## config.mk

```make
export PLATFORM = sky130hd
export DESIGN_NAME = pwd_regs
export DESIGN_NICKNAME = d
export VERILOG_FILES = /design/src/pwd_unused_placeholder_never.sv /design/src/pwd_pkg.sv /design/src/pwd_crc_counter.sv /design/src/pwd_regs.sv
export VERILOG_INCLUDE_DIRS = /design/src
export SDC_FILE = /design/constraint.sdc
export NUM_CORES = 1
export LEC_CHECK = 0
export ABC_CLOCK_PERIOD_IN_PS = 12000
export BUFFER_PORTS_ARGS = -buffer_cell sky130_fd_sc_hd__buf_2
export CAP_MARGIN = 20
export CORE_UTILIZATION = 35
export DETAILED_ROUTE_END_ITERATION = 10
export MAX_ROUTING_LAYER = met4
export SYNTH_ARGS = -nofsm -noshare
export SYNTH_HDL_FRONTEND = slang
export SYNTH_SLANG_ARGS = --single-unit
```

## constraint.sdc

```tcl
create_clock -name clk_sys -period 12 [get_ports clk_sys]
set_input_delay 1.2 -clock clk_sys [delete_from_list [all_inputs] [get_ports clk_sys]]
set_output_delay 1.2 -clock clk_sys [all_outputs]
set_load 0.05 [all_outputs]
```

## src/pwd_consts.svh

```systemverilog
// Offsets, field positions, reset values and timing figures of the extended page 1 register pair.
// Assumes a 25 MHz management-side clock and a five-bit management register address.
//
// Contract
// Carrier-extension disable bit stops extension; resets zero.
// Sleep timer field selects one to four seconds.
// Wake-up timer selects 160, 400, 800 ms, 2 s.
// Host may flag MDC slower than 10 MHz.
// Address reversal remaps ports; valid on port zero.
// Host sets reversal via port 0, clears via 3; the code sets and clears it via port 0 only.
// Media mode status reports none, copper or serial.
// No-preamble bit lets 10BASE-T raise RX_DV.
// Downshift enable drops speed after failed negotiations.
// Downshift count field selects two to five attempts.
// Downshift status shows downshift needed or done.
// Inline power detection enable; status valid only then.
// Eight-bit counter counts copper CRC error packets.
// CRC counter saturates at FF, clears on read.
// Page one redirects addresses 16 to 30 only.
// Writing zero to register 31 restores main space.
// Sticky bits survive software reset, not hardware reset.
`ifndef PWD_CONSTS_SVH
`define PWD_CONSTS_SVH

`define PWD_ADDR_CTL3 5'h14
`define PWD_ADDR_CTL4 5'h17
`define PWD_ADDR_PAGE 5'h1F
`define PWD_ADDR_EXT_LO 5'h10
`define PWD_ADDR_EXT_HI 5'h1E
`define PWD_PAGE_EXT1 16'h0001
`define PWD_PAGE_MAIN 16'h0000

`define PWD_BIT_CEXT_DIS 15
`define PWD_BIT_SLOW_MDC 10
`define PWD_BIT_ADDR_REV 9
`define PWD_BIT_NO_PREAMBLE 5
`define PWD_BIT_DS_EN 4
`define PWD_BIT_DS_STAT 1
`define PWD_BIT_PD_EN 10
`define PWD_SLEEP_LSB 13
`define PWD_WAKE_LSB 11
`define PWD_MEDIA_LSB 6
`define PWD_DS_CNT_LSB 2
`define PWD_PORT_LSB 11
`define PWD_PD_STAT_LSB 8

`define PWD_SLEEP_RST 2'h1
`define PWD_WAKE_RST 2'h0
`define PWD_DS_CNT_RST 2'h1
`define PWD_DS_MIN_TRIES 3'h2
`define PWD_CRC_MAX 8'hFF

`define PWD_CLK_KHZ 25000
`define PWD_SLEEP_STEP_MS 1000
`define PWD_WAKE0_MS 160
`define PWD_WAKE1_MS 400
`define PWD_WAKE2_MS 800
`define PWD_WAKE3_MS 2000

`endif

```

## src/pwd_unused_placeholder_never.sv

```systemverilog
`timescale 1ns/1ps
`default_nettype none
`default_nettype wire

```

## src/pwd_pkg.sv

```systemverilog
// Types shared by the extended register pair and its helpers.
// Assumes nothing beyond a SystemVerilog compiler.
package pwd_pkg;
    typedef enum logic {PWD_ACTIVE, PWD_ASLEEP} pwd_sleep_type;
endpackage

```

## src/pwd_crc_counter.sv

```systemverilog
// Saturating copper CRC error counter, cleared by a management read.
// Assumes err and clr are single-cycle pulses on clk_sys.
`timescale 1ns/1ps
`default_nettype none
`include "pwd_consts.svh"
module pwd_crc_counter
    import pwd_pkg::*;
(
    input wire logic clk_sys,
    input wire logic rst_n,
    input wire logic err,
    input wire logic clr,
    output logic [7:0] count
);
    logic [7:0] cnt_q;
    logic [7:0] cnt_d;

    // An error landing in the clearing cycle is kept, so the count restarts at one.
    always_comb begin
        cnt_d = cnt_q;
        if (clr) begin
            cnt_d = err ? 8'h01 : 8'h00;
        end else if (err && cnt_q != `PWD_CRC_MAX) begin
            cnt_d = cnt_q + 8'h01;
        end
    end

    always_ff @(posedge clk_sys or negedge rst_n) begin
        if (!rst_n) begin
            cnt_q <= 8'h00;
        end else begin
            cnt_q <= cnt_d;
        end
    end

    assign count = cnt_q;
endmodule
`default_nettype wire

```

## src/pwd_regs.sv

```systemverilog
// Extended page 1 control pair of one PHY port: sleep and wake timers, downshift, inline power, CRC errors.
// Assumes an MDIO frame decoder on clk_sys hands over one-cycle read and write strobes with a register address.
`timescale 1ns/1ps
`default_nettype none
`include "pwd_consts.svh"
module pwd_regs
    import pwd_pkg::*;
#(
    parameter int unsigned SLEEP_STEP_CYC = `PWD_SLEEP_STEP_MS * `PWD_CLK_KHZ,
    parameter int unsigned WAKE0_CYC = `PWD_WAKE0_MS * `PWD_CLK_KHZ,
    parameter int unsigned WAKE1_CYC = `PWD_WAKE1_MS * `PWD_CLK_KHZ,
    parameter int unsigned WAKE2_CYC = `PWD_WAKE2_MS * `PWD_CLK_KHZ,
    parameter int unsigned WAKE3_CYC = `PWD_WAKE3_MS * `PWD_CLK_KHZ
)
(
    input wire logic clk_sys,
    input wire logic rst_n,
    input wire logic sw_rst,
    input wire logic [4:0] mgmt_addr,
    input wire logic mgmt_wr,
    input wire logic mgmt_rd,
    input wire logic [15:0] mgmt_wdata,
    output logic [15:0] mgmt_rdata,
    output logic mgmt_rvalid,
    output logic mgmt_ext_hit,
    input wire logic [4:0] port_id,
    input wire logic addr_rev_shared,
    output logic [4:0] port_addr,
    input wire logic [1:0] media_mode,
    input wire logic energy_det,
    input wire logic aneg_fail_1g,
    input wire logic aneg_done,
    input wire logic crc_err,
    input wire logic [1:0] pd_status,
    output logic carrier_ext_dis,
    output logic slow_mdc,
    output logic addr_reverse_en,
    output logic no_preamble_10,
    output logic downshift,
    output logic pd_detect_en,
    output logic asleep,
    output logic wake_pulse
);
    logic energy_s1_q, energy_s2_q;
    logic [15:0] page_q, page_d;
    logic cext_q, cext_d, slow_q, slow_d, rev_q, rev_d;
    logic [1:0] sleep_q, sleep_d, wake_q, wake_d, dscnt_q, dscnt_d;
    logic nopre_q, nopre_d, dsen_q, dsen_d, pden_q, pden_d;
    logic ds_q, ds_d;
    logic [2:0] fails_q, fails_d;
    logic [15:0] rdata_q, rdata_d;
    logic rvalid_q;
    logic ext1, wr20, wr23, rd23;
    logic [7:0] crc_count;
    logic [15:0] ctl3_val, ctl4_val;
    pwd_sleep_type st_q, st_d;
    logic [31:0] tmr_q, tmr_d, sleep_lim, wake_lim, quiet_q, quiet_d, gap_q, gap_d;
    logic wake_d_p, wake_q_p;

    // The energy detect comes from the analog front end.
    always_ff @(posedge clk_sys or negedge rst_n) begin
        if (!rst_n) begin
            energy_s1_q <= 1'b0;
            energy_s2_q <= 1'b0;
        end else begin
            energy_s1_q <= energy_det;
            energy_s2_q <= energy_s1_q;
        end
    end
    assign ext1 = (page_q == `PWD_PAGE_EXT1);
    assign mgmt_ext_hit = ext1 && mgmt_addr >= `PWD_ADDR_EXT_LO && mgmt_addr <= `PWD_ADDR_EXT_HI;
    assign wr20 = mgmt_wr && ext1 && mgmt_addr == `PWD_ADDR_CTL3;
    assign wr23 = mgmt_wr && ext1 && mgmt_addr == `PWD_ADDR_CTL4;
    assign rd23 = mgmt_rd && ext1 && mgmt_addr == `PWD_ADDR_CTL4;
    // Sticky fields take only the hardware reset; the rest also fall back on a software reset.
    always_comb begin
        page_d = page_q;
        cext_d = cext_q;
        slow_d = slow_q;
        rev_d = rev_q;
        sleep_d = sleep_q;
        wake_d = wake_q;
        nopre_d = nopre_q;
        dsen_d = dsen_q;
        dscnt_d = dscnt_q;
        pden_d = pden_q;
        if (mgmt_wr && mgmt_addr == `PWD_ADDR_PAGE) begin
            page_d = mgmt_wdata;
        end
        if (wr20) begin
            cext_d = mgmt_wdata[`PWD_BIT_CEXT_DIS];
            sleep_d = mgmt_wdata[`PWD_SLEEP_LSB +: 2];
            wake_d = mgmt_wdata[`PWD_WAKE_LSB +: 2];
            slow_d = mgmt_wdata[`PWD_BIT_SLOW_MDC];
            nopre_d = mgmt_wdata[`PWD_BIT_NO_PREAMBLE];
            dsen_d = mgmt_wdata[`PWD_BIT_DS_EN];
            dscnt_d = mgmt_wdata[`PWD_DS_CNT_LSB +: 2];
            if (port_id == 5'h00) begin
                rev_d = mgmt_wdata[`PWD_BIT_ADDR_REV];
            end
        end
        if (wr23) begin
            pden_d = mgmt_wdata[`PWD_BIT_PD_EN];
        end
        if (sw_rst) begin
            page_d = `PWD_PAGE_MAIN;
            cext_d = 1'b0;
            slow_d = 1'b0;
            rev_d = 1'b0;
        end
    end

    always_ff @(posedge clk_sys or negedge rst_n) begin
        if (!rst_n) begin
            page_q <= `PWD_PAGE_MAIN;
            cext_q <= 1'b0;
            slow_q <= 1'b0;
            rev_q <= 1'b0;
            sleep_q <= `PWD_SLEEP_RST;
            wake_q <= `PWD_WAKE_RST;
            nopre_q <= 1'b0;
            dsen_q <= 1'b0;
            dscnt_q <= `PWD_DS_CNT_RST;
            pden_q <= 1'b0;
        end else begin
            page_q <= page_d;
            cext_q <= cext_d;
            slow_q <= slow_d;
            rev_q <= rev_d;
            sleep_q <= sleep_d;
            wake_q <= wake_d;
            nopre_q <= nopre_d;
            dsen_q <= dsen_d;
            dscnt_q <= dscnt_d;
            pden_q <= pden_d;
        end
    end

    // Failures are counted only while enabled; a good negotiation restarts the tally.
    always_comb begin
        fails_d = fails_q;
        ds_d = ds_q;
        if (!dsen_q || sw_rst) begin
            fails_d = 3'h0;
            ds_d = 1'b0;
        end else if (aneg_fail_1g && !ds_q) begin
            fails_d = fails_q + 3'h1;
            if (fails_q + 3'h1 >= {1'b0, dscnt_q} + `PWD_DS_MIN_TRIES) begin
                ds_d = 1'b1;
            end
        end else if (aneg_done) begin
            fails_d = 3'h0;
        end
    end

    always_ff @(posedge clk_sys or negedge rst_n) begin
        if (!rst_n) begin
            fails_q <= 3'h0;
            ds_q <= 1'b0;
        end else begin
            fails_q <= fails_d;
            ds_q <= ds_d;
        end
    end

    assign sleep_lim = SLEEP_STEP_CYC * ({30'h0, sleep_q} + 32'h1);
    assign wake_lim = wake_q[1] ? (wake_q[0] ? WAKE3_CYC : WAKE2_CYC) : (wake_q[0] ? WAKE1_CYC : WAKE0_CYC);

    // A quiet line for the sleep delay puts the port to sleep; it then pulses at the wake interval.
    always_comb begin
        st_d = st_q;
        tmr_d = tmr_q + 32'h1;
        wake_d_p = 1'b0;
        quiet_d = energy_s2_q ? 32'h0 : quiet_q + 32'h1;
        gap_d = (wake_q_p || st_q != PWD_ASLEEP) ? 32'h0 : gap_q + 32'h1;
        unique case (st_q)
            PWD_ACTIVE: begin
                if (energy_s2_q) begin
                    tmr_d = 32'h0;
                end else if (tmr_q + 32'h1 >= sleep_lim) begin
                    st_d = PWD_ASLEEP;
                    tmr_d = 32'h0;
                end
            end
            PWD_ASLEEP: begin
                if (energy_s2_q) begin
                    st_d = PWD_ACTIVE;
                    tmr_d = 32'h0;
                end else if (tmr_q + 32'h1 >= wake_lim) begin
                    wake_d_p = 1'b1;
                    tmr_d = 32'h0;
                end
            end
        endcase
    end

    always_ff @(posedge clk_sys or negedge rst_n) begin
        if (!rst_n) begin
            st_q <= PWD_ACTIVE;
            tmr_q <= 32'h0;
            wake_q_p <= 1'b0;
            quiet_q <= 32'h0;
            gap_q <= 32'h0;
        end else begin
            st_q <= st_d;
            tmr_q <= tmr_d;
            wake_q_p <= wake_d_p;
            quiet_q <= quiet_d;
            gap_q <= gap_d;
        end
    end

    pwd_crc_counter u_crc (
        .clk_sys(clk_sys),
        .rst_n(rst_n),
        .err(crc_err),
        .clr(rd23),
        .count(crc_count)
    );
    assign ctl3_val = {cext_q, sleep_q, wake_q, slow_q, rev_q, 1'b0, media_mode, nopre_q, dsen_q, dscnt_q,
        ds_q, 1'b0};
    assign ctl4_val = {port_id, pden_q, (pden_q ? pd_status : 2'h0), crc_count};

    // Addresses outside page 1 read as zero here, except register 31, which returns the page; the main space answers them elsewhere.
    always_comb begin
        rdata_d = rdata_q;
        if (mgmt_rd) begin
            rdata_d = 16'h0000;
            if (ext1 && mgmt_addr == `PWD_ADDR_CTL3) begin
                rdata_d = ctl3_val;
            end else if (rd23) begin
                rdata_d = ctl4_val;
            end else if (mgmt_addr == `PWD_ADDR_PAGE) begin
                rdata_d = page_q;
            end
        end
    end

    always_ff @(posedge clk_sys or negedge rst_n) begin
        if (!rst_n) begin
            rdata_q <= 16'h0000;
            rvalid_q <= 1'b0;
        end else begin
            rdata_q <= rdata_d;
            rvalid_q <= mgmt_rd;
        end
    end
    assign mgmt_rdata = rdata_q;
    assign mgmt_rvalid = rvalid_q;
    assign port_addr = addr_rev_shared ? {3'h0, 2'h3 - port_id[1:0]} : port_id;
    assign carrier_ext_dis = cext_q;
    assign slow_mdc = slow_q;
    assign addr_reverse_en = rev_q;
    assign no_preamble_10 = nopre_q;
    assign downshift = ds_q;
    assign pd_detect_en = pden_q;
    assign asleep = (st_q == PWD_ASLEEP);
    assign wake_pulse = wake_q_p;
endmodule
`default_nettype wire

```

Word-level counts from Yosys, hierarchy flattened
Index checks and enable logic that the tools add are counted.
- register bits after elaboration: 93
- bits in latches: 0
- bits in writable memories: 0
- bits in read-only memories: 0
- input bits: 40
- output and inout bits: 31
- word-level logic and storage cells: 100
- memories: 0
- add/sub/neg operators: 6
- multipliers: 1
- div/mod/pow operators: 0
- magnitude comparators: 5
- eq/ne operators: 5
- shift-type cells: 0
- muxes and demuxes: 38
- bitwise gates (word level): 1
- reduce and logical (&&, ||, !) cells: 24
- operators by type and width (cell ; count):
    two-way mux 32 bit ; 4
    two-way mux 16 bit ; 5
    one-hot mux 32 bit (2 select lines) ; 1
    two-way mux 26 bit ; 2
    adder 32 x 1 -> 32 bit, second input constant ; 1
    greater-or-equal comparator 32 x 26 -> 1 bit ; 1
    greater-or-equal comparator 32 x 28 -> 1 bit ; 1
    two-way mux 24 bit ; 1
    multiplier 19 x 3 -> 22 bit, first input constant ; 1
    two-way mux 1 bit ; 17
    equality test 16 x 1 -> 1 bit, second input constant ; 1
    two-way mux 8 bit ; 2
    equality test 5 bit, second input constant ; 3
    nonzero test 2 bit ; 6
    logical AND 1 bit ; 11
    two-way mux 3 bit ; 3
    adder 8 x 1 -> 8 bit, second input constant ; 1
    != test 8 bit, second input constant ; 1
    greater-or-equal comparator 5 bit, second input constant ; 1
    <= comparator 5 bit, second input constant ; 1
    logical NOT 5 bit ; 1
    two-way mux 5 bit ; 1
    AND reduction 2 bit ; 2
    adder 2 x 1 -> 3 bit, second input constant ; 1
    other kinds (10) ; 11

Depth between registers and ports, before layout
Gate-level depths: netlist of run 1.
- depth in word-level cells: 6
- depth in mapped cells: 18
- depth with buffers taken out: 16

Hierarchy
A second synthesis of run 1 with hierarchy kept.
- cells, all modules: 603
- area, all modules: 5960.7 µm²
- by module, submodules not included (module ; instances ; cells each ; area an instance (µm²)):
    pwd_regs ; 1 ; 556 ; 5487.8
    pwd_crc_counter ; 1 ; 47 ; 473.0

Worst setup path before layout of run 1
No wires, ideal clock.
- path kind: flip-flop to flip-flop
- start point: register sleep_q[0]
- end point: register tmr_q[14]
- library setup time: 0.123 ns
- arrival: 4.004 ns
- path slack: 7.873 ns
- stages on the path, launching flop included: 17
- path buffers: 2
- period minus slack after synthesis: 4.127 ns
- cells stage by stage: dfstp_2 > clkbuf_1 > inv_1 > ha_1 > xnor2_1 > ha_1 > a21oi_1 > a311o_1 > ha_1 > nand4_1 > nor4_1 > o311ai_0 > o32ai_1 > nor4_4 > a32oi_4 > buf_6 > nor2_1
- cells in the longest elaborated chain, start to end: 6
- ends and longest elaborated chain (item ; RTL line ; text):
    from (decl) ; pwd_regs.sv:47 ; logic [1:0] sleep_q, sleep_d, wake_q, wake_d, dscnt_q, dscnt_d;
    from (signal assigned) ; pwd_regs.sv:119 ; sleep_q <= `PWD_SLEEP_RST;
    from (signal assigned) ; pwd_regs.sv:130 ; sleep_q <= sleep_d;
    adder 2 x 1 -> 3 bit ; pwd_regs.sv:166 ; assign sleep_lim = SLEEP_STEP_CYC * ({30'h0, sleep_q} + 32'h1);
    multiplier 19 x 3 -> 22 bit ; pwd_regs.sv:166 ;
    greater-or-equal comparator 32 x 28 -> 1 bit ; pwd_regs.sv:180 ; end else if (tmr_q + 32'h1 >= sleep_lim) begin
    two-way mux 32 bit ; pwd_regs.sv:180 ;
    two-way mux 32 bit ; pwd_regs.sv:178 ; if (energy_s2_q) begin
    one-hot mux 32 bit (2 select lines) ; pwd_regs.sv:176 ; unique case (st_q)
    via tmr_d[14] ; pwd_regs.sv:57 ; logic [31:0] tmr_q, tmr_d, sleep_lim, wake_lim, quiet_q, quiet_d, gap_q, gap_d;
    to (signal assigned) ; pwd_regs.sv:206 ; tmr_q <= tmr_d;
    to (decl) ; pwd_regs.sv:57 ;
The timed path passes the listed nets, and every way through them passes these cells.
A chain may end at the register's enable or synchronous reset.

Final worst setup path of run 1
- start point: register sleep_q[0]
- end point: register tmr_q[20]
Same word-level chain as after synthesis.

==> impl_metrics.ini, run 1 <==
[global_route]
antenna_found_initial = 0
grt_pass1_vias = 4661
grt_pass1_wl_um = 24100
grt_max_degree = 67
grt_usage_pct = 18.8
gr-total-overflow = 0

[logic_synthesis]
synth_edf_count = 0
synth-seq-cells = 93
ys_warn_count = 0
yosys.area.top_type = dfrtp_1
async_flop_share_pct = 100
synth_cell_types = 59
syn-cell-area_mm2 = 0.00576
synth_top_area_share_pct = 39.5
synthTopCellsByArea = dfrtp_1 40%, ha_1 13%, nor2_1 4.7%
netlist_instances = 616
avgSynthCellArea_um2 = 9.35
yosysSeqAreaShare_pct = 40.4
synth_flop_cell = dfrtp_1

[worst_setup_path]
crit_top_cell = ha_1
reg2reg_depth = 14
cp_slowest_cell = a32oi_4
crit_chain = inv_1 -> ha_1 -> xnor2_1 -> ha_1 -> a21oi_1 -> a311o_1 -> ha_1 -> nand4_1 -> nor4_1 -> o311ai_0 -> o32ai_1 -> nor4_4 -> a32oi_4 -> o21ba_2
crit_fanout = 26
startpoint_type = register
critical_path.top_delay_family = compound AO/OA/AOI/OAI gates
crit_path_end_kind = register
max_stage_delay_ns = 0.70
cp_data_arrival_time_ns = 5.25
crit_required_ns = 12.24
crit_cells = 14
critPathKind = register to register
path_buf_inv = 1

[detailed_routing]
via_count = 4755
totalWireLength_um = 14700
first_pass_iters = 7
drt-initial-drc-count = 376
viasPerCell = 5.28
post-route-drc-count = 0
antenna_left = 0
routedWlPerCell_um = 16.3

[cells_and_area]
most-common-layout-cells = 91 x dfrtp_1, 72 x nor2_1, 69 x buf_2, 63 x nand2_1, 59 x ha_1
num_antenna_cells = 0
fin_util_pct = 41.4
area_delta_synth_final_pct = 15.0
final_common_cell = dfrtp_1
drive_gt1_share_pct = 15.9
nNetsFinal = 779

[sta]
finClkSkew_ns = 0.00901
rsz0062_at_grt = no
max_freq_mhz = 199
finalHoldViolCount = 0
layout_min_cycle_time_ns = 5.01
period_share_pct = 41.8
finalSetupTns_ns = 0
relSlewSlack_pct = 40.1
slew_viol_final = 0
worstMarginPinSlew_ns = 0.899
setup_viol = 0

[clock_tree]
clk_latency_ns = 0.35
hold_buffers = 0
clk_pin_slew_ns = 0.07
cts-resized-gates = 0
clock-sinks = 93
htreeDepth = 3
numCtsBuffers = 9
cts_tree = built
cts_max_path_buffers = 2
cts_root_buf = clkbuf_16
post_cts_buffers = 0

[floorplan]
die_area_mm2 = 0.0170
fp.dieH_um = 130
core_area_mm2 = 0.0160
die_w_um = 130
io_pins = 71
start_util_pct = 36.0
row_count = 46

[min_path]
hold_path_depth = 0
hold_class = register to register

[placed_design]
place.gp.congestion = 0.873
hpwl_um = 11300
io_buffers = 70

[pwr]
power.leakage_nw = 3.28
p_total_mw = 0.743
ir_drop_uv = 94.7
p_per_area_mw_per_mm2 = 112

[flow_run]
max_cap_viol_count = 0

[outcome]
outcome = complete, no violations
## state kept, by name, indices dropped and copies added (netlist names), 2 cells and up
name / cells
tmr_q: 32
sleep_q: 2
fails_q: 3
mgmt_rdata: 16
u_crc.count: 8
page_q: 16
wake_q: 2
dscnt_q: 2
## cells by family (layout without fill, tap and decap cells)
logic type                 count (synthesis)  in the layout  share of synthesized area (%)
AOI/OAI and AO/OA                        111            111                           12.9
xor gates and xnor gates                  38             38                           5.78
adders and majority gates                 59             59                           12.8
buffers and inverters                     69            135                           4.84
DFF                                       93             93                           40.4
muxes                                     12             12                           2.17
other                                      1              4                         0.0651
and+or+nand+nor                          233            233                           21.0
## power breakdown
| group | internal (mW) | total (mW) | switching (mW) |
|---|---|---|---|
| Sequential | 0.331 | 0.354 | 0.0225 |
| Combinational | 0.0276 | 0.0854 | 0.0578 |
| Clock | 0.172 | 0.304 | 0.132 |
| Total | 0.531 | 0.743 | 0.212 |
## cell type report
type,count,area [um^2]
fill,1610,9370
multi-input combinational,457,3160
sequential,93,2330
timing repair buffer,73,375
tap,216,270
clock buffer,10,239
inverter,46,173
clock inverter,6,76.3
## metal layers
layer / vias to the layer above / part of all wire, % / global-route usage (%) / routed length [um]
li1: 2292 / - / - / -
met1: 2320 / 46 / 25.4 / 6840
met2: 122 / 47 / 28.4 / 6900
met3: 21 / 4.9 / 3.44 / 723
met4: 0 / 1.7 / 6.16 / 255
met5: - / 0 / - / 0
## final timing paths
| path | from | endpoint | slack, ns |
|---|---|---|---|
| max reg2reg | sleep_q[0] | tmr_q[20] | 6.99 |
| max | sleep_q[0] | tmr_q[20] | 6.99 |
| max in group asynchronous | rst_n | page_q[11] | 10.03 |
| min | energy_s1_q | energy_s2_q | 0.35 |
| min reg2reg | energy_s1_q | energy_s2_q | 0.35 |
| min in group asynchronous | rst_n | tmr_q[0] | 0.78 |
## per-stage QoR
stage	worst slack (ns)	instances	cell area, um^2	hold slack, ns
final	6.99	901	6630	0.354
after global routing	6.61	901	6630	0.367
after CTS	7.01	901	6630	0.356
after detailed placement	7.01	885	6310	0.340
after global placement	7.36	885	6310	0.343
after floorplan	7.87	619	5770	0.331
## cells in the mapped netlist, drive strengths merged (2+ instances only)
| library cell | count |
|---|---|
| and4 | 5 |
| or2 | 2 |
| nor4b | 3 |
| clkbuf | 18 |
| a31oi | 3 |
| a21boi | 3 |
| dfstp | 2 |
| dfrtp | 91 |
| a21oi | 52 |
| xor2 | 21 |
| o21ai | 12 |
| a21o | 8 |
| nor4 | 10 |
| nand2 | 63 |
| a211oi | 2 |
| nor2 | 74 |
| buf | 5 |
| and3 | 7 |
| xnor2 | 17 |
| or3 | 3 |
| a222oi | 13 |
| ha | 59 |
| nor2b | 8 |
| mux2 | 4 |
| nand2b | 2 |
| nand4 | 19 |
| mux2i | 8 |
| a41oi | 2 |
| and2 | 5 |
| o21a | 2 |
| nor3 | 8 |
| nand3 | 20 |
| inv | 46 |
| nor3b | 3 |
| a32oi | 2 |
(Power assumes the default switching activity.)
==> run 2, diff against run 1 <==
Settings changed: ABC_CLOCK_PERIOD_IN_PS 12000 to 4500.
Clock period 12 ns to 4.5 ns, I/O delays scaled along.
==> run 2 against run 1 <==
  * Largest power group unchanged
  * Critical endpoint is now tmr_q[3]
  * First-iteration DRC count rose by 9.3%
  * Clock-buffer cell count unchanged
  * Flip-flop and latch count unchanged
==> impl_metrics.ini, run 2 (synthesis gave the netlist of run 1 again) <==
[clock_tree]
numCtsBuffers = 9
cts_max_path_buffers = 2
cts_root_buf = clkbuf_16
clk_pin_slew_ns = 0.07
clk_latency_ns = 0.35
cts_tree = built
htreeDepth = 3
clock-sinks = 93

[sta]
max_freq_mhz = 239
setup_viol = 0
finalHoldViolCount = 0
worstMarginPinSlew_ns = 0.990
hold_ws_ns = 0.152
relSlewSlack_pct = 34.0
finClkSkew_ns = 0.00693
setup_ws_ns = 0.319
rsz0062_at_grt = no
period_share_pct = 92.9
finalSetupTns_ns = 0
slew_viol_final = 0
layout_min_cycle_time_ns = 4.18

[floorplan]
core_area_mm2 = 0.0160
start_util_pct = 36.0
fp.dieH_um = 130
die_area_mm2 = 0.0170
io_pins = 71
die_w_um = 130
row_count = 46

[worst_setup_path]
cp_slowest_cell = dfstp_2
reg2reg_depth = 15
cp-startpoint = sleep_q[0]
critical_path.top_delay_family = compound AO/OA/AOI/OAI gates
cp_data_arrival_time_ns = 4.42
crit_path_end_kind = register
crit_cells = 15
crit_required_ns = 4.74
max_stage_delay_ns = 0.53
path_buf_inv = 2
startpoint_type = register
r2r_end = tmr_q[3]
reg2reg_slack_ns = 0.32
crit_chain = inv_1 -> ha_1 -> xnor2_2 -> ha_1 -> a21oi_1 -> a311o_1 -> ha_1 -> nand4_1 -> nor4_2 -> o311ai_0 -> o32ai_2 -> nor4_4 -> a32oi_4 -> buf_4 -> nor2_1
r2r-start = sleep_q[0]
crit_fanout = 11
critPathKind = register to register
crit_top_cell = ha_1

[detailed_routing]
post-route-drc-count = 0
first_pass_iters = 6
routedWlPerCell_um = 16.3
via_count = 4706
totalWireLength_um = 14800
viasPerCell = 5.19
antenna_left = 0
drt-initial-drc-count = 411

[global_route]
use_met2_pct = 28.5
grt.met3_usage_pct = 3.53
antenna_found_initial = 0
grt_usage_pct = 18.7
gr-max-usage-layer = met2
grt_pass1_vias = 4616
grtUsageMet1_pct = 24.7
gr-total-overflow = 0
grt_pass1_wl_um = 23500
grt_max_degree = 54

[cells_and_area]
instances_no_fill = 907
seqCellArea_mm2 = 0.00233
area_delta_synth_final_pct = 15.9
final_common_cell = dfrtp_1
top_register = tmr_q
fin_util_pct = 41.7
multi_input_area_mm2 = 0.00318
num_antenna_cells = 0
nNetsFinal = 785
drive_gt1_share_pct = 16.9
most-common-layout-cells = 91 x dfrtp_1, 72 x nor2_1, 69 x buf_2, 63 x nand2_1, 59 x ha_1
largest_register_ffs = 32
nFillCells = 1626

[pwr]
power.leakage_nw = 3.31
ir_drop_uv = 184
p_per_area_mw_per_mm2 = 292

[outcome]
outcome = complete, no violations

[placed_design]
hpwl_um = 11300
preCtsSetupSlack_ns = 0.0102
placedCellCount = 889
io_buffers = 70
place.gp.congestion = 0.848

[min_path]
hold_class = primary input to async pin

[flow_run]
max_cap_viol_count = 0
## run 2: area by class of cell
class,instances,share of cell area (%)
clock inverters,6,1.07
inverters,46,2.59
flip-flops and latches,93,34.9
repair buffers,79,6.30
clock buffers,10,3.43
well taps,216,4.05
multi-input cells,457,47.7
## run 2: worst max-delay path by stage
stage and endpoint:
2_1_floorplan tmr_q[14], 3_3_place_gp tmr_q[7], 3_5_place_dp tmr_q[3], 4_1_cts tmr_q[3], 5_1_grt tmr_q[2], 6_report tmr_q[3]
## run 2: repair_timing
action | CTS | global route
buffers inserted | 0 | 2
endpoints found under the setup margin | 0 | 26
hold buffers | 0 | 0
gates resized for setup | 0 | 3
## run 2: through the flow
| stage | cell area [um^2] | power [mW] |
|---|---|---|
| final | 6680 | 1.95 |
| after floorplan | 5770 | 1.09 |
| after global routing | 6680 | 2.04 |
| after global placement | 6340 | 1.18 |
| after detailed placement | 6340 | 1.19 |
| after CTS | 6640 | 1.98 |
## run 2: routing by layer
layer	part of all wire [%]	routed length [um]	up-vias
met5	0	0	-
met4	1.8	267	0
met2	47	6950	95
met3	3.9	570	22
met1	47	6970	2284
li1	-	-	2305
## run 2: report_power, final
group	total, mW	internal, mW	switching (mW)
clock	0.779	0.437	0.342
combinational	0.229	0.0750	0.154
sequential	0.940	0.884	0.0556
total	1.95	1.40	0.552
